**config.mk**
```make
export PLATFORM = sky130hd
export DESIGN_NAME = usbf_core
export DESIGN_NICKNAME = d
export VERILOG_FILES = /design/src/design/usbf_pkg.sv /design/src/design/usbf_core.sv
export VERILOG_INCLUDE_DIRS = /design/src /design/src/design
export SDC_FILE = /design/constraint.sdc
export NUM_CORES = 1
export LEC_CHECK = 0
export ABC_AREA = 1
export BUFFER_PORTS_ARGS = -buffer_cell sky130_fd_sc_hd__buf_2
export CAP_MARGIN = 40
export CORE_ASPECT_RATIO = 0.6
export CORE_UTILIZATION = 59
export CTS_CLUSTER_DIAMETER = 60
export CTS_CLUSTER_SIZE = 10
export DETAILED_ROUTE_END_ITERATION = 12
export GPL_TIMING_DRIVEN = 0
export PLACE_DENSITY = 0.77
export SYNTH_ARGS = -nofsm -noshare
export SYNTH_HDL_FRONTEND = slang
export SYNTH_SLANG_ARGS = --single-unit
export TNS_END_PERCENT = 20
```
**constraint.sdc**
```tcl
create_clock -name core_clk_in -period 4.13 [get_ports core_clk_in]
set_input_delay 0.826 -clock core_clk_in [delete_from_list [all_inputs] [get_ports core_clk_in]]
set_output_delay 0.826 -clock core_clk_in [all_outputs]
set_load 0.01 [all_outputs]
```
**src/design/usbf_params.svh**
```systemverilog
// register offsets, field positions and reset values of the serial buffer block
`ifndef USBF_PARAMS_SVH
`define USBF_PARAMS_SVH
`define USBF_ADDR_DATA      3'h0
`define USBF_ADDR_STATUS    3'h1
`define USBF_ADDR_CTRL_B    3'h2
`define USBF_ADDR_CTRL_C    3'h3
`define USBF_ADDR_GLOBAL    3'h4
`define USBF_ST_RXC         7
`define USBF_ST_TXC         6
`define USBF_ST_UDRE        5
`define USBF_ST_FE          4
`define USBF_ST_DOR         3
`define USBF_ST_PE          2
`define USBF_CB_RXCIE       7
`define USBF_CB_TXCIE       6
`define USBF_CB_UDRIE       5
`define USBF_CB_RXEN        4
`define USBF_CB_TX_ENABLE_BIT        3
`define USBF_CB_RX9         1
`define USBF_CB_TX9         0
`define USBF_CB_RESET       8'h00
`define USBF_CC_RESET       8'h06
`define USBF_CC_SYNC        6
`define USBF_CC_PM_HI       5
`define USBF_CC_PM_ODD      4
`define USBF_CC_STOP2       3
`define USBF_CC_SZ_HI       2
`define USBF_CC_SZ_LO       1
`define USBF_CC_SZ9         2
`define USBF_SZ_NINE        3'h7
`define USBF_BAUD_DIV       8'h0f
`define USBF_FIFO_DEPTH     2
`endif

```
**src/design/usbf_pkg.sv**
```systemverilog
// types shared by the serial buffer block
package usbf_pkg;
	typedef struct packed {
		logic [2:0] addr;
		logic [7:0] wdata;
		logic       wr;
		logic       rd;
	} usbf_bus_t;
	typedef struct packed {
		logic [8:0] data;
		logic       fe;
		logic       dor;
		logic       pe;
	} usbf_rx_entry_t;
	typedef enum logic [1:0] {
		USBF_TX_IDLE,
		USBF_TX_SHIFT
	} usbf_tx_state_t;
	typedef enum logic [1:0] {
		USBF_RX_IDLE,
		USBF_RX_SHIFT
	} usbf_rx_state_t;
endpackage : usbf_pkg

```
**src/design/usbf_core.sv**
```systemverilog
// serial port buffer, flag and interrupt request logic
`timescale 1ns/1ns
`include "usbf_params.svh"
module usbf_core
	import usbf_pkg::*;
(
	input  wire logic       core_clk_in,
	input  wire logic       nrst_in,
	input  wire logic       clk_en_in,
	input  wire usbf_bus_t  bus_in,
	output logic      [7:0] rdata_out,
	input  wire logic       serial_in_pin_in,
	input  wire logic       ext_xfer_clock_pin_in,
	output logic            serial_out_pin_out,
	output logic            serial_out_oe_n_out,
	output logic            rx_pin_owned_out,
	output logic            irq_buf_empty_out,
	output logic            irq_tx_done_out,
	output logic            irq_rx_done_out,
	input  wire logic       irq_tx_done_ack_in
);
	logic [7:0] ctrl_b_q, ctrl_c_q;
	logic       gie_q;
	logic [7:0] tx_buf_q;
	logic       tx_buf9_q, tx_buf_full_q, tx_done_flag_q;
	logic [11:0] tx_sh_q;
	logic [3:0] tx_cnt_q;
	logic       tx_active_q;
	usbf_tx_state_t tx_st_q;
	usbf_rx_state_t rx_st_q;
	logic [1:0] rxd_sync_q, xck_sync_q;
	logic       xck_prev_q;
	logic [7:0] baud_cnt_q;
	logic       baud_tick;
	logic [3:0] rx_cnt_q;
	logic [9:0] rx_sh_q;
	logic       rx_hold_q;
	usbf_rx_entry_t rx_hold_ent_q;
	usbf_rx_entry_t fifo_q [`USBF_FIFO_DEPTH];
	logic [1:0] fifo_cnt_q;
	logic       fifo_rd_ptr_q;
	logic       dor_pend_q;
	logic       tx_en_eff_q;
	logic       is_wr_data, is_rd_data, is_wr_stat, is_wr_cb;
	logic [3:0] data_bits, frame_bits;
	logic       nine, par_en, sync_mode, tx_par, xck_rise;
	logic       rx_bit, pop, push, rx_frame_done;
	usbf_rx_entry_t head, new_ent;
	logic [8:0] rx_data_mask;
	logic [7:0] rdata_d;

	assign is_wr_data = bus_in.wr && bus_in.addr == `USBF_ADDR_DATA;
	assign is_rd_data = bus_in.rd && bus_in.addr == `USBF_ADDR_DATA;
	assign is_wr_stat = bus_in.wr && bus_in.addr == `USBF_ADDR_STATUS;
	assign is_wr_cb   = bus_in.wr && bus_in.addr == `USBF_ADDR_CTRL_B;
	assign nine       = ctrl_c_q[`USBF_CC_SZ9:0] == `USBF_SZ_NINE;
	assign data_bits  = nine ? 4'h9 : 4'h5 + {2'h0, ctrl_c_q[`USBF_CC_SZ_HI:`USBF_CC_SZ_LO]};
	assign par_en     = ctrl_c_q[`USBF_CC_PM_HI];
	assign sync_mode  = ctrl_c_q[`USBF_CC_SYNC];
	assign frame_bits = data_bits + {3'h0, par_en};

	// synchronisers for pins
	always_ff @(posedge core_clk_in or negedge nrst_in) begin
		if (!nrst_in) begin
			rxd_sync_q <= 2'h3;
			xck_sync_q <= 2'h0;
			xck_prev_q <= 1'b0;
		end else if (clk_en_in) begin
			rxd_sync_q <= {rxd_sync_q[0], serial_in_pin_in};
			xck_sync_q <= {xck_sync_q[0], ext_xfer_clock_pin_in};
			xck_prev_q <= xck_sync_q[1];
		end
	end
	assign xck_rise = xck_sync_q[1] && !xck_prev_q;

	// internal baud tick
	always_ff @(posedge core_clk_in or negedge nrst_in) begin
		if (!nrst_in) begin
			baud_cnt_q <= 8'h00;
		end else if (clk_en_in) begin
			baud_cnt_q <= (baud_cnt_q == `USBF_BAUD_DIV) ? 8'h00 : baud_cnt_q + 8'h01;
		end
	end
	assign baud_tick = sync_mode ? xck_rise : (baud_cnt_q == `USBF_BAUD_DIV);

	// control registers
	always_ff @(posedge core_clk_in or negedge nrst_in) begin
		if (!nrst_in) begin
			ctrl_b_q <= `USBF_CB_RESET;
			ctrl_c_q <= `USBF_CC_RESET;
			gie_q    <= 1'b0;
		end else if (clk_en_in && bus_in.wr) begin
			if (bus_in.addr == `USBF_ADDR_CTRL_B) begin
				ctrl_b_q <= {bus_in.wdata[7:2], ctrl_b_q[`USBF_CB_RX9], bus_in.wdata[0]};
			end
			if (bus_in.addr == `USBF_ADDR_CTRL_C) begin
				ctrl_c_q <= bus_in.wdata;
			end
			if (bus_in.addr == `USBF_ADDR_GLOBAL) begin
				gie_q <= bus_in.wdata[0];
			end
		end
	end

	// effective transmitter enable, off only once idle
	always_ff @(posedge core_clk_in or negedge nrst_in) begin
		if (!nrst_in) begin
			tx_en_eff_q <= 1'b0;
		end else if (clk_en_in) begin
			if (ctrl_b_q[`USBF_CB_TX_ENABLE_BIT]) begin
				tx_en_eff_q <= 1'b1;
			end else if (!tx_active_q && !tx_buf_full_q) begin
				tx_en_eff_q <= 1'b0;
			end
		end
	end

	// parity over data bits
	always_comb begin
		tx_par = ctrl_c_q[`USBF_CC_PM_ODD];
		for (int i = 0; i < 9; i++) begin
			if (i < int'(data_bits)) begin
				tx_par = tx_par ^ (i < 8 ? tx_buf_q[i[2:0]] : tx_buf9_q);
			end
		end
	end

	// transmit buffer, shifter and flags
	always_ff @(posedge core_clk_in or negedge nrst_in) begin
		if (!nrst_in) begin
			tx_buf_q       <= 8'h00;
			tx_buf9_q      <= 1'b0;
			tx_buf_full_q  <= 1'b0;
			tx_done_flag_q <= 1'b0;
			tx_sh_q        <= 12'hfff;
			tx_cnt_q       <= 4'h0;
			tx_active_q    <= 1'b0;
			tx_st_q        <= USBF_TX_IDLE;
		end else if (clk_en_in) begin
			if (is_wr_stat && bus_in.wdata[`USBF_ST_TXC]) begin
				tx_done_flag_q <= 1'b0;
			end
			if (irq_tx_done_ack_in) begin
				tx_done_flag_q <= 1'b0;
			end
			if (is_wr_data && tx_en_eff_q) begin
				tx_buf_q      <= bus_in.wdata;
				tx_buf9_q     <= ctrl_b_q[`USBF_CB_TX9];
				tx_buf_full_q <= 1'b1;
			end
			case (tx_st_q)
				USBF_TX_IDLE: begin
					if (tx_buf_full_q && baud_tick) begin
						// frame lsb first: start, data, parity, stop(s)
						if (par_en) begin
							tx_sh_q <= (12'hfff << (data_bits + 4'h2))
								| ({1'b0, tx_par, 10'h000} >> (4'h9 - data_bits))
								| ({3'h0, tx_buf9_q, tx_buf_q} << 1) & ~(12'hffe << data_bits);
						end else begin
							tx_sh_q <= (12'hfff << (data_bits + 4'h1))
								| ({3'h0, tx_buf9_q, tx_buf_q} << 1) & ~(12'hffe << data_bits);
						end
						tx_cnt_q      <= frame_bits + 4'h1 + {3'h0, ctrl_c_q[`USBF_CC_STOP2]};
						tx_buf_full_q <= is_wr_data && tx_en_eff_q;
						tx_active_q   <= 1'b1;
						tx_st_q       <= USBF_TX_SHIFT;
					end
				end
				USBF_TX_SHIFT: begin
					if (baud_tick) begin
						tx_sh_q <= {1'b1, tx_sh_q[11:1]};
						if (tx_cnt_q == 4'h0) begin
							tx_active_q <= 1'b0;
							tx_st_q     <= USBF_TX_IDLE;
							if (!tx_buf_full_q) begin
								tx_done_flag_q <= 1'b1;
							end
						end else begin
							tx_cnt_q <= tx_cnt_q - 4'h1;
						end
					end
				end
				default: tx_st_q <= USBF_TX_IDLE;
			endcase
		end
	end

	// receive shifter
	assign rx_bit = rxd_sync_q[1];
	assign rx_frame_done = rx_st_q == USBF_RX_SHIFT && baud_tick && rx_cnt_q == frame_bits;
	always_comb begin
		rx_data_mask  = 9'h1ff >> (4'h9 - data_bits);
		new_ent.data  = rx_sh_q[8:0] & rx_data_mask;
		new_ent.fe    = !rx_bit;
		new_ent.dor   = dor_pend_q;
		new_ent.pe    = par_en && (^(rx_sh_q[8:0] & rx_data_mask) ^ ctrl_c_q[`USBF_CC_PM_ODD]
			^ rx_sh_q[data_bits]);
	end
	always_ff @(posedge core_clk_in or negedge nrst_in) begin
		if (!nrst_in) begin
			rx_st_q  <= USBF_RX_IDLE;
			rx_cnt_q <= 4'h0;
			rx_sh_q  <= 10'h000;
		end else if (clk_en_in) begin
			if (!ctrl_b_q[`USBF_CB_RXEN]) begin
				rx_st_q <= USBF_RX_IDLE;
			end else begin
				case (rx_st_q)
					USBF_RX_IDLE: begin
						if (baud_tick && !rx_bit) begin
							rx_st_q  <= USBF_RX_SHIFT;
							rx_cnt_q <= 4'h0;
						end
					end
					USBF_RX_SHIFT: begin
						if (baud_tick) begin
							if (rx_cnt_q == frame_bits) begin
								rx_st_q <= USBF_RX_IDLE;
							end else begin
								rx_sh_q[rx_cnt_q] <= rx_bit;
								rx_cnt_q          <= rx_cnt_q + 4'h1;
							end
						end
					end
					default: rx_st_q <= USBF_RX_IDLE;
				endcase
			end
		end
	end

	// receive FIFO with waiting slot
	assign head = fifo_q[fifo_rd_ptr_q];
	assign pop  = is_rd_data && fifo_cnt_q != 2'h0;
	assign push = rx_hold_q && (fifo_cnt_q != 2'h2 || pop);
	always_ff @(posedge core_clk_in or negedge nrst_in) begin
		if (!nrst_in) begin
			for (int i = 0; i < `USBF_FIFO_DEPTH; i++) begin
				fifo_q[i] <= '0;
			end
			fifo_cnt_q    <= 2'h0;
			fifo_rd_ptr_q <= 1'b0;
			rx_hold_q     <= 1'b0;
			rx_hold_ent_q <= '0;
			dor_pend_q    <= 1'b0;
		end else if (clk_en_in) begin
			if (!ctrl_b_q[`USBF_CB_RXEN]) begin
				fifo_cnt_q <= 2'h0;
				rx_hold_q  <= 1'b0;
				dor_pend_q <= 1'b0;
			end else begin
				if (push) begin
					fifo_q[fifo_rd_ptr_q ^ fifo_cnt_q[0]] <= rx_hold_ent_q;
					dor_pend_q <= 1'b0;
				end
				fifo_cnt_q    <= fifo_cnt_q + {1'b0, push} - {1'b0, pop};
				fifo_rd_ptr_q <= fifo_rd_ptr_q ^ pop;
				if (rx_st_q == USBF_RX_IDLE && baud_tick && !rx_bit && rx_hold_q && !push) begin
					dor_pend_q        <= 1'b1;
					rx_hold_ent_q.dor <= 1'b1;
				end
				if (rx_frame_done && (!rx_hold_q || push)) begin
					rx_hold_ent_q <= new_ent;
					rx_hold_q     <= 1'b1;
				end else if (push) begin
					rx_hold_q <= 1'b0;
				end
			end
		end
	end

	// read data and outputs
	always_comb begin
		rdata_d = 8'h00;
		case (bus_in.addr)
			`USBF_ADDR_DATA: rdata_d = head.data[7:0];
			`USBF_ADDR_STATUS: rdata_d = {fifo_cnt_q != 2'h0, tx_done_flag_q, !tx_buf_full_q,
				head.fe, head.dor, head.pe, 2'h0};
			`USBF_ADDR_CTRL_B: rdata_d = {ctrl_b_q[7:2], head.data[8], ctrl_b_q[0]};
			`USBF_ADDR_CTRL_C: rdata_d = ctrl_c_q;
			`USBF_ADDR_GLOBAL: rdata_d = {7'h00, gie_q};
			default: rdata_d = 8'h00;
		endcase
	end
	always_ff @(posedge core_clk_in or negedge nrst_in) begin
		if (!nrst_in) begin
			rdata_out           <= 8'h00;
			serial_out_pin_out  <= 1'b1;
			serial_out_oe_n_out <= 1'b1;
			rx_pin_owned_out    <= 1'b0;
			irq_buf_empty_out   <= 1'b0;
			irq_tx_done_out     <= 1'b0;
			irq_rx_done_out     <= 1'b0;
		end else if (clk_en_in) begin
			rdata_out           <= bus_in.rd ? rdata_d : 8'h00;
			serial_out_pin_out  <= tx_sh_q[0];
			serial_out_oe_n_out <= !tx_en_eff_q;
			rx_pin_owned_out    <= ctrl_b_q[`USBF_CB_RXEN];
			// error flags feed no request
			irq_buf_empty_out   <= gie_q && ctrl_b_q[`USBF_CB_UDRIE] && !tx_buf_full_q
				&& !(is_wr_data && tx_en_eff_q);
			irq_tx_done_out     <= gie_q && ctrl_b_q[`USBF_CB_TXCIE] && tx_done_flag_q
				&& !irq_tx_done_ack_in;
			irq_rx_done_out     <= gie_q && ctrl_b_q[`USBF_CB_RXCIE] && fifo_cnt_q != 2'h0
				&& ctrl_b_q[`USBF_CB_RXEN];
		end
	end

	chk_rx_flush_empty: assert property (@(posedge core_clk_in) disable iff (!nrst_in)
		clk_en_in && !ctrl_b_q[`USBF_CB_RXEN] |=> fifo_cnt_q == 2'h0) else $error("fifo not flushed");
	chk_write_clears_empty: assert property (@(posedge core_clk_in) disable iff (!nrst_in)
		clk_en_in && is_wr_data && tx_en_eff_q |=> tx_buf_full_q) else $error("empty flag kept");
	chk_txc_ack_clear: assert property (@(posedge core_clk_in) disable iff (!nrst_in)
		clk_en_in && irq_tx_done_ack_in && !(tx_st_q == USBF_TX_SHIFT && baud_tick)
		|=> !tx_done_flag_q) else $error("done flag stays");
	chk_rxc_irq: assert property (@(posedge core_clk_in) disable iff (!nrst_in)
		clk_en_in && gie_q && ctrl_b_q[`USBF_CB_RXCIE] && ctrl_b_q[`USBF_CB_RXEN] && fifo_cnt_q != 0
		|=> irq_rx_done_out) else $error("rx irq missing");
	chk_fifo_bound: assert property (@(posedge core_clk_in) disable iff (!nrst_in)
		fifo_cnt_q <= 2'h2) else $error("fifo overfilled");
	chk_tx_hold_en: assert property (@(posedge core_clk_in) disable iff (!nrst_in)
		tx_active_q |-> tx_en_eff_q) else $error("tx dropped mid frame");
	chk_pe_off: assert property (@(posedge core_clk_in) disable iff (!nrst_in)
		clk_en_in && rx_frame_done && !par_en |=> !rx_hold_ent_q.pe) else $error("parity set");
	chk_udre_irq: assert property (@(posedge core_clk_in) disable iff (!nrst_in)
		clk_en_in && !gie_q |=> !irq_buf_empty_out) else $error("irq without global");
	chk_udre_irq_on: assert property (@(posedge core_clk_in) disable iff (!nrst_in)
		clk_en_in && gie_q && ctrl_b_q[`USBF_CB_UDRIE] && !tx_buf_full_q && !(is_wr_data && tx_en_eff_q)
		|=> irq_buf_empty_out) else $error("empty irq missing");
	chk_txc_irq_on: assert property (@(posedge core_clk_in) disable iff (!nrst_in)
		clk_en_in && gie_q && ctrl_b_q[`USBF_CB_TXCIE] && tx_done_flag_q && !irq_tx_done_ack_in
		|=> irq_tx_done_out) else $error("done irq missing");
	chk_txc_set: assert property (@(posedge core_clk_in) disable iff (!nrst_in)
		clk_en_in && tx_st_q == USBF_TX_SHIFT && baud_tick && tx_cnt_q == 4'h0 && !tx_buf_full_q
		|=> tx_done_flag_q) else $error("done flag not set");
	chk_tx_off_idle: assert property (@(posedge core_clk_in) disable iff (!nrst_in)
		clk_en_in && !ctrl_b_q[`USBF_CB_TX_ENABLE_BIT] && !tx_active_q && !tx_buf_full_q
		|=> !tx_en_eff_q) else $error("tx not released");
	chk_rx_own: assert property (@(posedge core_clk_in) disable iff (!nrst_in)
		clk_en_in |=> rx_pin_owned_out == $past(ctrl_b_q[`USBF_CB_RXEN])) else $error("pin owner wrong");
	chk_fe_stop: assert property (@(posedge core_clk_in) disable iff (!nrst_in)
		clk_en_in && ctrl_b_q[`USBF_CB_RXEN] && rx_frame_done && (!rx_hold_q || push)
		|=> rx_hold_ent_q.fe != $past(rx_bit)) else $error("frame error wrong");
	chk_rxc_zero: assert property (@(posedge core_clk_in) disable iff (!nrst_in)
		clk_en_in && fifo_cnt_q == 2'h0 |=> !irq_rx_done_out) else $error("rx irq when empty");
	chk_push_clr_dor: assert property (@(posedge core_clk_in) disable iff (!nrst_in)
		clk_en_in && ctrl_b_q[`USBF_CB_RXEN] && push |=> !dor_pend_q) else $error("overrun kept");
	chk_overrun_mark: assert property (@(posedge core_clk_in) disable iff (!nrst_in)
		clk_en_in && ctrl_b_q[`USBF_CB_RXEN] && rx_st_q == USBF_RX_IDLE && baud_tick && !rx_bit
		&& rx_hold_q && !push |=> rx_hold_ent_q.dor) else $error("overrun not marked");
	cov_tx_done: cover property (@(posedge core_clk_in) $rose(tx_done_flag_q));
	cov_frame_err: cover property (@(posedge core_clk_in) rx_frame_done && !rx_bit);
	cov_fifo_full: cover property (@(posedge core_clk_in) fifo_cnt_q == 2'h2);
	cov_overrun: cover property (@(posedge core_clk_in) $rose(dor_pend_q));
endmodule : usbf_core

```
Word-level counts from Yosys, hierarchy flattened

Cells that the tools add are included.
Widths: inputs -> output; s select.

Register bits after elaboration: 131
Bits in latches: 0
RAM bits: 0
ROM bits: 0
Input bits: 19
Output and inout bits: 14
Logic and storage cells: 257
Memories: 0

$add $sub $neg: 12
$mul: 0
Div/mod/pow operators: 0
$lt $le $gt $ge: 15
Equality and inequality tests: 22
Shifts and indexed selects: 5
Mux-type cells: 69
Bitwise operators: 22
Reduce and logical (&&, ||, !) cells: 70

Operators by type and width:

| operator              | count |
|---|---|
| $mux 12               | 7 |
| $pmux 8 s5            | 1 |
| $or 12x12->12         | 3 |
| $shl 12x4->12 const A | 3 |
| $mux 1                | 32 |
| $logic_and 1x1->1     | 31 |
| $mux 4                | 7 |
| $bwmux 24             | 1 |
| $pmux 12 s2           | 1 |
| $mux 2                | 9 |
| $lt 3x4->1 const A    | 4 |
| $mux 8                | 2 |
| $ne 2x2->1 const B    | 8 |
| $pmux 4 s2            | 2 |
| $reduce_and 2->1      | 8 |
| $reduce_and 5->1      | 3 |
| $xor 1x1->1           | 13 |
| $add 4x1->4 const B   | 3 |
| $and 10x12->12        | 1 |
| $demux 12 s1          | 1 |
| $not 12->12           | 1 |
| $reduce_and 4->1      | 3 |
| $shr 11x4->12         | 1 |
| $bwmux 10             | 1 |
| 41 further kinds      | 69 |

Logic depth before layout (Yosys ltp)

Depth after elaboration: 26
Gate-level depth with buffers: 21
Gate-level depth less buffers: 20

Worst setup path before layout

Ideal clock, no wire load.

Path kind: register to register
From: reg ctrl_c_q[1]
To: reg rx_hold_ent_q[0] (netlist bit)
Setup time: 0.117 ns
Arrival time: 2.682 ns
Data required time: 4.013 ns
Setup slack: 1.330 ns
Stages on the path, launching flop included: 20
Buffers on the path: 1
Clock period less this slack: 2.800 ns
Cell sequence: dfstp_2 inv_1 ha_1 nand2_2 inv_2 nor2_1 ha_1 buf_2 nand2_1 nor2_1 xnor2_1 or2_2 nand2_1 nand2_1 nand2_1 nand2_1 nand2_1 nand2_1 nand3_1 nand2_1

Word-level cells in the longest chain between the ends: 9
Elaborated cells on any way between the ends: 17
Those cells by class: add/sub (3); eq/ne (2); shift (1); mux (3); bitwise (3); reduce/logical (5)

Ends and longest elaborated chain:

| element                                          | line             | source |
|---|---|---|
| start: declaration                               | usbf_core.sv:22  | `logic [7:0] ctrl_b_q, ctrl_c_q;` |
| start signal: assignment                         | usbf_core.sv:90  | `` ctrl_c_q <= `USBF_CC_RESET; `` |
| start signal: assignment                         | usbf_core.sv:97  | `ctrl_c_q <= bus_in.wdata;` |
| $add 3x2->4 / $eq 3x3->1 (equally long branches) | n/a              |  |
| $mux 4 *                                         | usbf_core.sv:57  | `` assign data_bits = nine ? 4'h9 : 4'h5 + {2'h0, ctrl_c_q[`USBF_CC_SZ_HI:`USBF_CC_SZ_LO]}; `` |
| $sub 4x4->4                                      | usbf_core.sv:192 | `rx_data_mask = 9'h1ff >> (4'h9 - data_bits);` |
| $shr 9x4->9                                      | usbf_core.sv:192 |  |
| $and 9x9->9                                      | usbf_core.sv:196 | `` new_ent.pe = par_en && (^(rx_sh_q[8:0] & rx_data_mask) ^ ctrl_c_q[`USBF_CC_PM_ODD] `` |
| $reduce_xor 9->1                                 | usbf_core.sv:196 |  |
| $xor 1x1->1 (2 in series)                        | usbf_core.sv:196 |  |
| $logic_and 1x1->1                                | usbf_core.sv:196 |  |
| end signal: assignment                           | usbf_core.sv:262 | `rx_hold_ent_q <= new_ent;` |
| end: declaration                                 | usbf_core.sv:38  | `usbf_rx_entry_t rx_hold_ent_q;` |

Mark *: on every way between the ends. The rest lies on a longest branch, timed or not. The select of a mux whose other input is x is not followed.
A chain may end at the register's enable or synchronous reset.

Final worst setup path

Ends and elaborated chain as after synthesis.

==> flow_metrics.env <==
export IMPL_status="finished clean"
export IMPL_portBuffers=32
export IMPL_layout_area_overhead_vs_synth_pct=13.4
export IMPL_clock_sinks=128
export IMPL_crit_buf_inv=5
export IMPL_start_kind="register"
export IMPL_skew_ns=0.00802
export IMPL_die_area_um2=12500
export IMPL_period_share_pct=83.1
export IMPL_hold_viol_final=0
export IMPL_yosys_warnings=0
export IMPL_yosysTopAreaCell="dfrtp_1"
export IMPL_gr_usage_met3_pct=8.74
export IMPL_track_usage_pct=32.3
export IMPL_clkPwrFrac_pct=32.9
export IMPL_synth_area_top_cells="dfrtp_1 (39%), nand2_1 (15%), dfstp_2 (6.7%)"
export IMPL_critPathMostFrequentCell="nand2_1"
export IMPL_power_frac_comb_pct=29.5
export IMPL_internal_power_mw=2.74
export IMPL_cts_buffer_depth=2
export IMPL_rows=30
export IMPL_crit_required_ns=4.43
export IMPL_wl_mm=18.7
export IMPL_synth_top_area_share_pct=38.8
export IMPL_seq_power_share_pct=37.6
export IMPL_core_area_um2=11500
export IMPL_ys_ff_latch=128
export IMPL_die_h_um=86.9
export IMPL_synth_common_cells="nand2_1 (283), dfrtp_1 (110), inv_1 (107), o21ai_0 (91), nor2_1 (54)"
export IMPL_max_freq_mhz=291
export IMPL_dp_cells=1112
export IMPL_ios=33
export IMPL_gp_congestion=1.05
export IMPL_slew_headroom_pct=38.6
export IMPL_holdBufCountCts=0
export IMPL_fin_area_um2=8050
export IMPL_gr_total_overflow=0
export IMPL_drt_initial_drc_count=710
export IMPL_tns_ns=0
export IMPL_path_clk_slew_ns=0.06
export IMPL_antenna_found_initial=0
export IMPL_placed_area_um2=7490
export IMPL_synth_cell_types=50
export IMPL_met1_usage_pct=48.5
export IMPL_p_per_area_nw_per_um2=539
export IMPL_synthesis_area_um2=7090
export IMPL_crit_path_cell_trace="inv_1, ha_1, nand2_2, inv_2, nor2_1, ha_1, buf_2, inv_1, a21boi_0, nand2_1, o21ai_0, inv_1, nand2_1, nand2_1, nand2_1, nand2_1, nand2_1, nand3_1, nand3_1, nand2_1"
export IMPL_period_needed_ns=3.43
export IMPL_worst_path_max_fanout=9
export IMPL_p_sw_share_pct=36.7
export IMPL_antenna_left=0
export IMPL_p_sw_mw=1.59
export IMPL_synthArstFlopShare_pct=100
export IMPL_clk_latency_ns=0.42
export IMPL_rsz0062_at_grt="no"
export IMPL_nNetsFinal=1013
export IMPL_holdWs_ns=0.424
export IMPL_diodes=0
export IMPL_firstDrtPassIters=8
export IMPL_fin_ws_ns=0.699
export IMPL_initial_utilization_pct=61.8
export IMPL_use_met2_pct=44.9
export IMPL_critPathSlowestCell="dfstp_2"
export IMPL_pre_cts_slack_ns=0.822
export IMPL_critical_path_class="reg2reg"
export IMPL_vias_per_cell=5.62
export IMPL_instances_no_fill=1144
export IMPL_slowest_delay_ns=0.60
export IMPL_htree_levels=4
export IMPL_fin_util_pct=70.0
export IMPL_post_route_drc_count=0
export IMPL_avgSynthCellArea_um2=7.72
export IMPL_dp_hpwl_mm=13.5
export IMPL_ys_seq_area_share_pct=45.5
export IMPL_cts_tree="done"
export IMPL_cts_resized_gates=0
export IMPL_top_usage_layer="met1"
export IMPL_p_leak_nw=3.83
export IMPL_endpoint_kind="register"
export IMPL_num_vias=6428
export IMPL_synth_ff_type="dfrtp_1"
export IMPL_cp_top_family="simple AND/OR/NAND/NOR gates"
export IMPL_wl_per_cell_um=16.3
export IMPL_grt_pass1_wl_mm=30.2
export IMPL_cts_root_buf="clkbuf_16"
export IMPL_cap_viol_max_count=0
export IMPL_synth_nets=961
export IMPL_p_total_mw=4.34
export IMPL_setup_viol=0
export IMPL_tightest_slew_ns=0.914
export IMPL_worst_ep_arrival_time_ns=3.74
export IMPL_drive_gt1_share_pct=12.5
export IMPL_grt_max_degree=74
export IMPL_drv_slew=0
export IMPL_grt_pass1_vias=5839
export IMPL_synth_most_common_cell="nand2_1"
export IMPL_syn_inst=919
export IMPL_hold_path_class="in2async"
export IMPL_cts_setup_buffers=0
export IMPL_synth_edff_count=0
export IMPL_peakVddDrop_mv=0.318
export IMPL_die_x_um=144
export IMPL_numCtsBuffers=17
[sequential cells by signal, indices dropped and copies added (netlist names), 7 cells and up]
name / flops
baud_cnt_q: 8
ctrl_b_q: 7
ctrl_c_q: 8
fifo_q: 24
rdata_out: 8
rx_hold_ent_q: 12
rx_sh_q: 10
tx_buf_q: 8
tx_sh_q: 12
[worst register-to-register path: stages, from the launching register on]
cell and delay, ns:
dfstp_2 0.60, inv_1 0.11, ha_1 0.36, nand2_2 0.16, inv_2 0.16, nor2_1 0.09
ha_1 0.27, buf_2 0.21, inv_1 0.17, a21boi_0 0.32, nand2_1 0.08, o21ai_0 0.14
inv_1 0.10, nand2_1 0.09, nand2_1 0.06, nand2_1 0.06, nand2_1 0.05, nand2_1 0.08
nand3_1 0.07, nand3_1 0.09, nand2_1 0.05
[cells in the final DEF (no fill, tap or decap), types with 2 or more instances in the layout]
cell | netlist | final
xnor2_1 | 5 | 5
o211ai_1 | 2 | 2
nor2_1 | 54 | 54
nand2_4 | 2 | 2
clkbuf_16 | 0 | 17
clkinv_4 | 0 | 3
clkinv_2 | 0 | 6
nand4_1 | 15 | 15
ha_1 | 23 | 23
nand2_1 | 283 | 283
nor2_4 | 2 | 2
inv_2 | 4 | 4
clkbuf_1 | 20 | 20
o21ai_2 | 3 | 3
or2_2 | 4 | 4
nor3_1 | 13 | 13
dfstp_2 | 18 | 18
xor2_1 | 12 | 12
a21oi_1 | 24 | 24
nand2_2 | 6 | 6
a21oi_2 | 2 | 2
nor2_8 | 2 | 2
o21ai_0 | 91 | 91
a211oi_1 | 7 | 7
buf_6 | 1 | 2
o41ai_1 | 2 | 2
clkinvlp_4 | 0 | 3
buf_2 | 4 | 35
o22ai_1 | 6 | 6
a32o_1 | 2 | 2
inv_1 | 107 | 107
dfrtp_1 | 110 | 110
nand3_1 | 48 | 48
a31oi_1 | 3 | 3
nor2_2 | 2 | 2
o21ai_1 | 24 | 24
[kinds of logic (layout without fill, tap and decap cells)]
family | Yosys count | in the layout | share of synthesized area, %
DFF | 128 | 128 | 45.5
AOI/OAI and AO/OA | 174 | 174 | 13.7
and+or+nand+nor | 437 | 437 | 26.7
adders and majority gates | 23 | 23 | 4.06
buffers and inverters | 139 | 204 | 7.60
xor gates and xnor gates | 18 | 18 | 2.49
[area by class of cell]
| cell class | instances | area (um^2) |
|---|---|---|
| multi-input combinational | 652 | 3330 |
| inverter | 112 | 420 |
| tap | 160 | 200 |
| clock buffer | 18 | 439 |
| buffer | 27 | 119 |
| timing repair buffer | 33 | 194 |
| sequential | 128 | 3230 |
| fill | 907 | 3440 |
| clock inverter | 14 | 118 |
[path summary, 6_finish.rpt]
check	start	to	slack (ns)	cells past startpoint
min in group core_clk_in	serial_out_pin_out$_DFFE_PN1P_	serial_out_pin_out$_DFFE_PN1P_	0.46	2
max in group asynchronous	nrst_in	ctrl_c_q[2]$_DFFE_PN1P_	2.94	2
setup reg to reg	ctrl_c_q[1]$_DFFE_PN1P_	rx_hold_ent_q[0]$_DFFE_PN0P_	0.70	20
hold reg to reg	serial_out_pin_out$_DFFE_PN1P_	serial_out_pin_out$_DFFE_PN1P_	0.46	2
setup / recovery	ctrl_c_q[1]$_DFFE_PN1P_	rx_hold_ent_q[0]$_DFFE_PN0P_	0.70	20
hold / removal	nrst_in	tx_cnt_q[3]$_DFFE_PN0P_	0.42	1
[routing by layer]
| metal | routed length (um) | part of all wire, % | up-vias |
|---|---|---|---|
| met5 | 0 | 0 | - |
| met3 | 1840 | 9.8 | 35 |
| met4 | 303 | 1.6 | 0 |
| met2 | 7610 | 41 | 275 |
| li1 | - | - | 3089 |
| met1 | 8950 | 48 | 3029 |
[power by group through the flow]
stage	logic, mW	clock network [mW]	registers, mW
finish	1.28	1.43	1.63
global route	1.44	1.48	1.65
CTS	1.25	1.43	1.62
detailed placement	1.24	0	1.64
global placement	1.21	0	1.64
floorplan	0.931	0	1.61
Power figures use the tool's default switching activity.
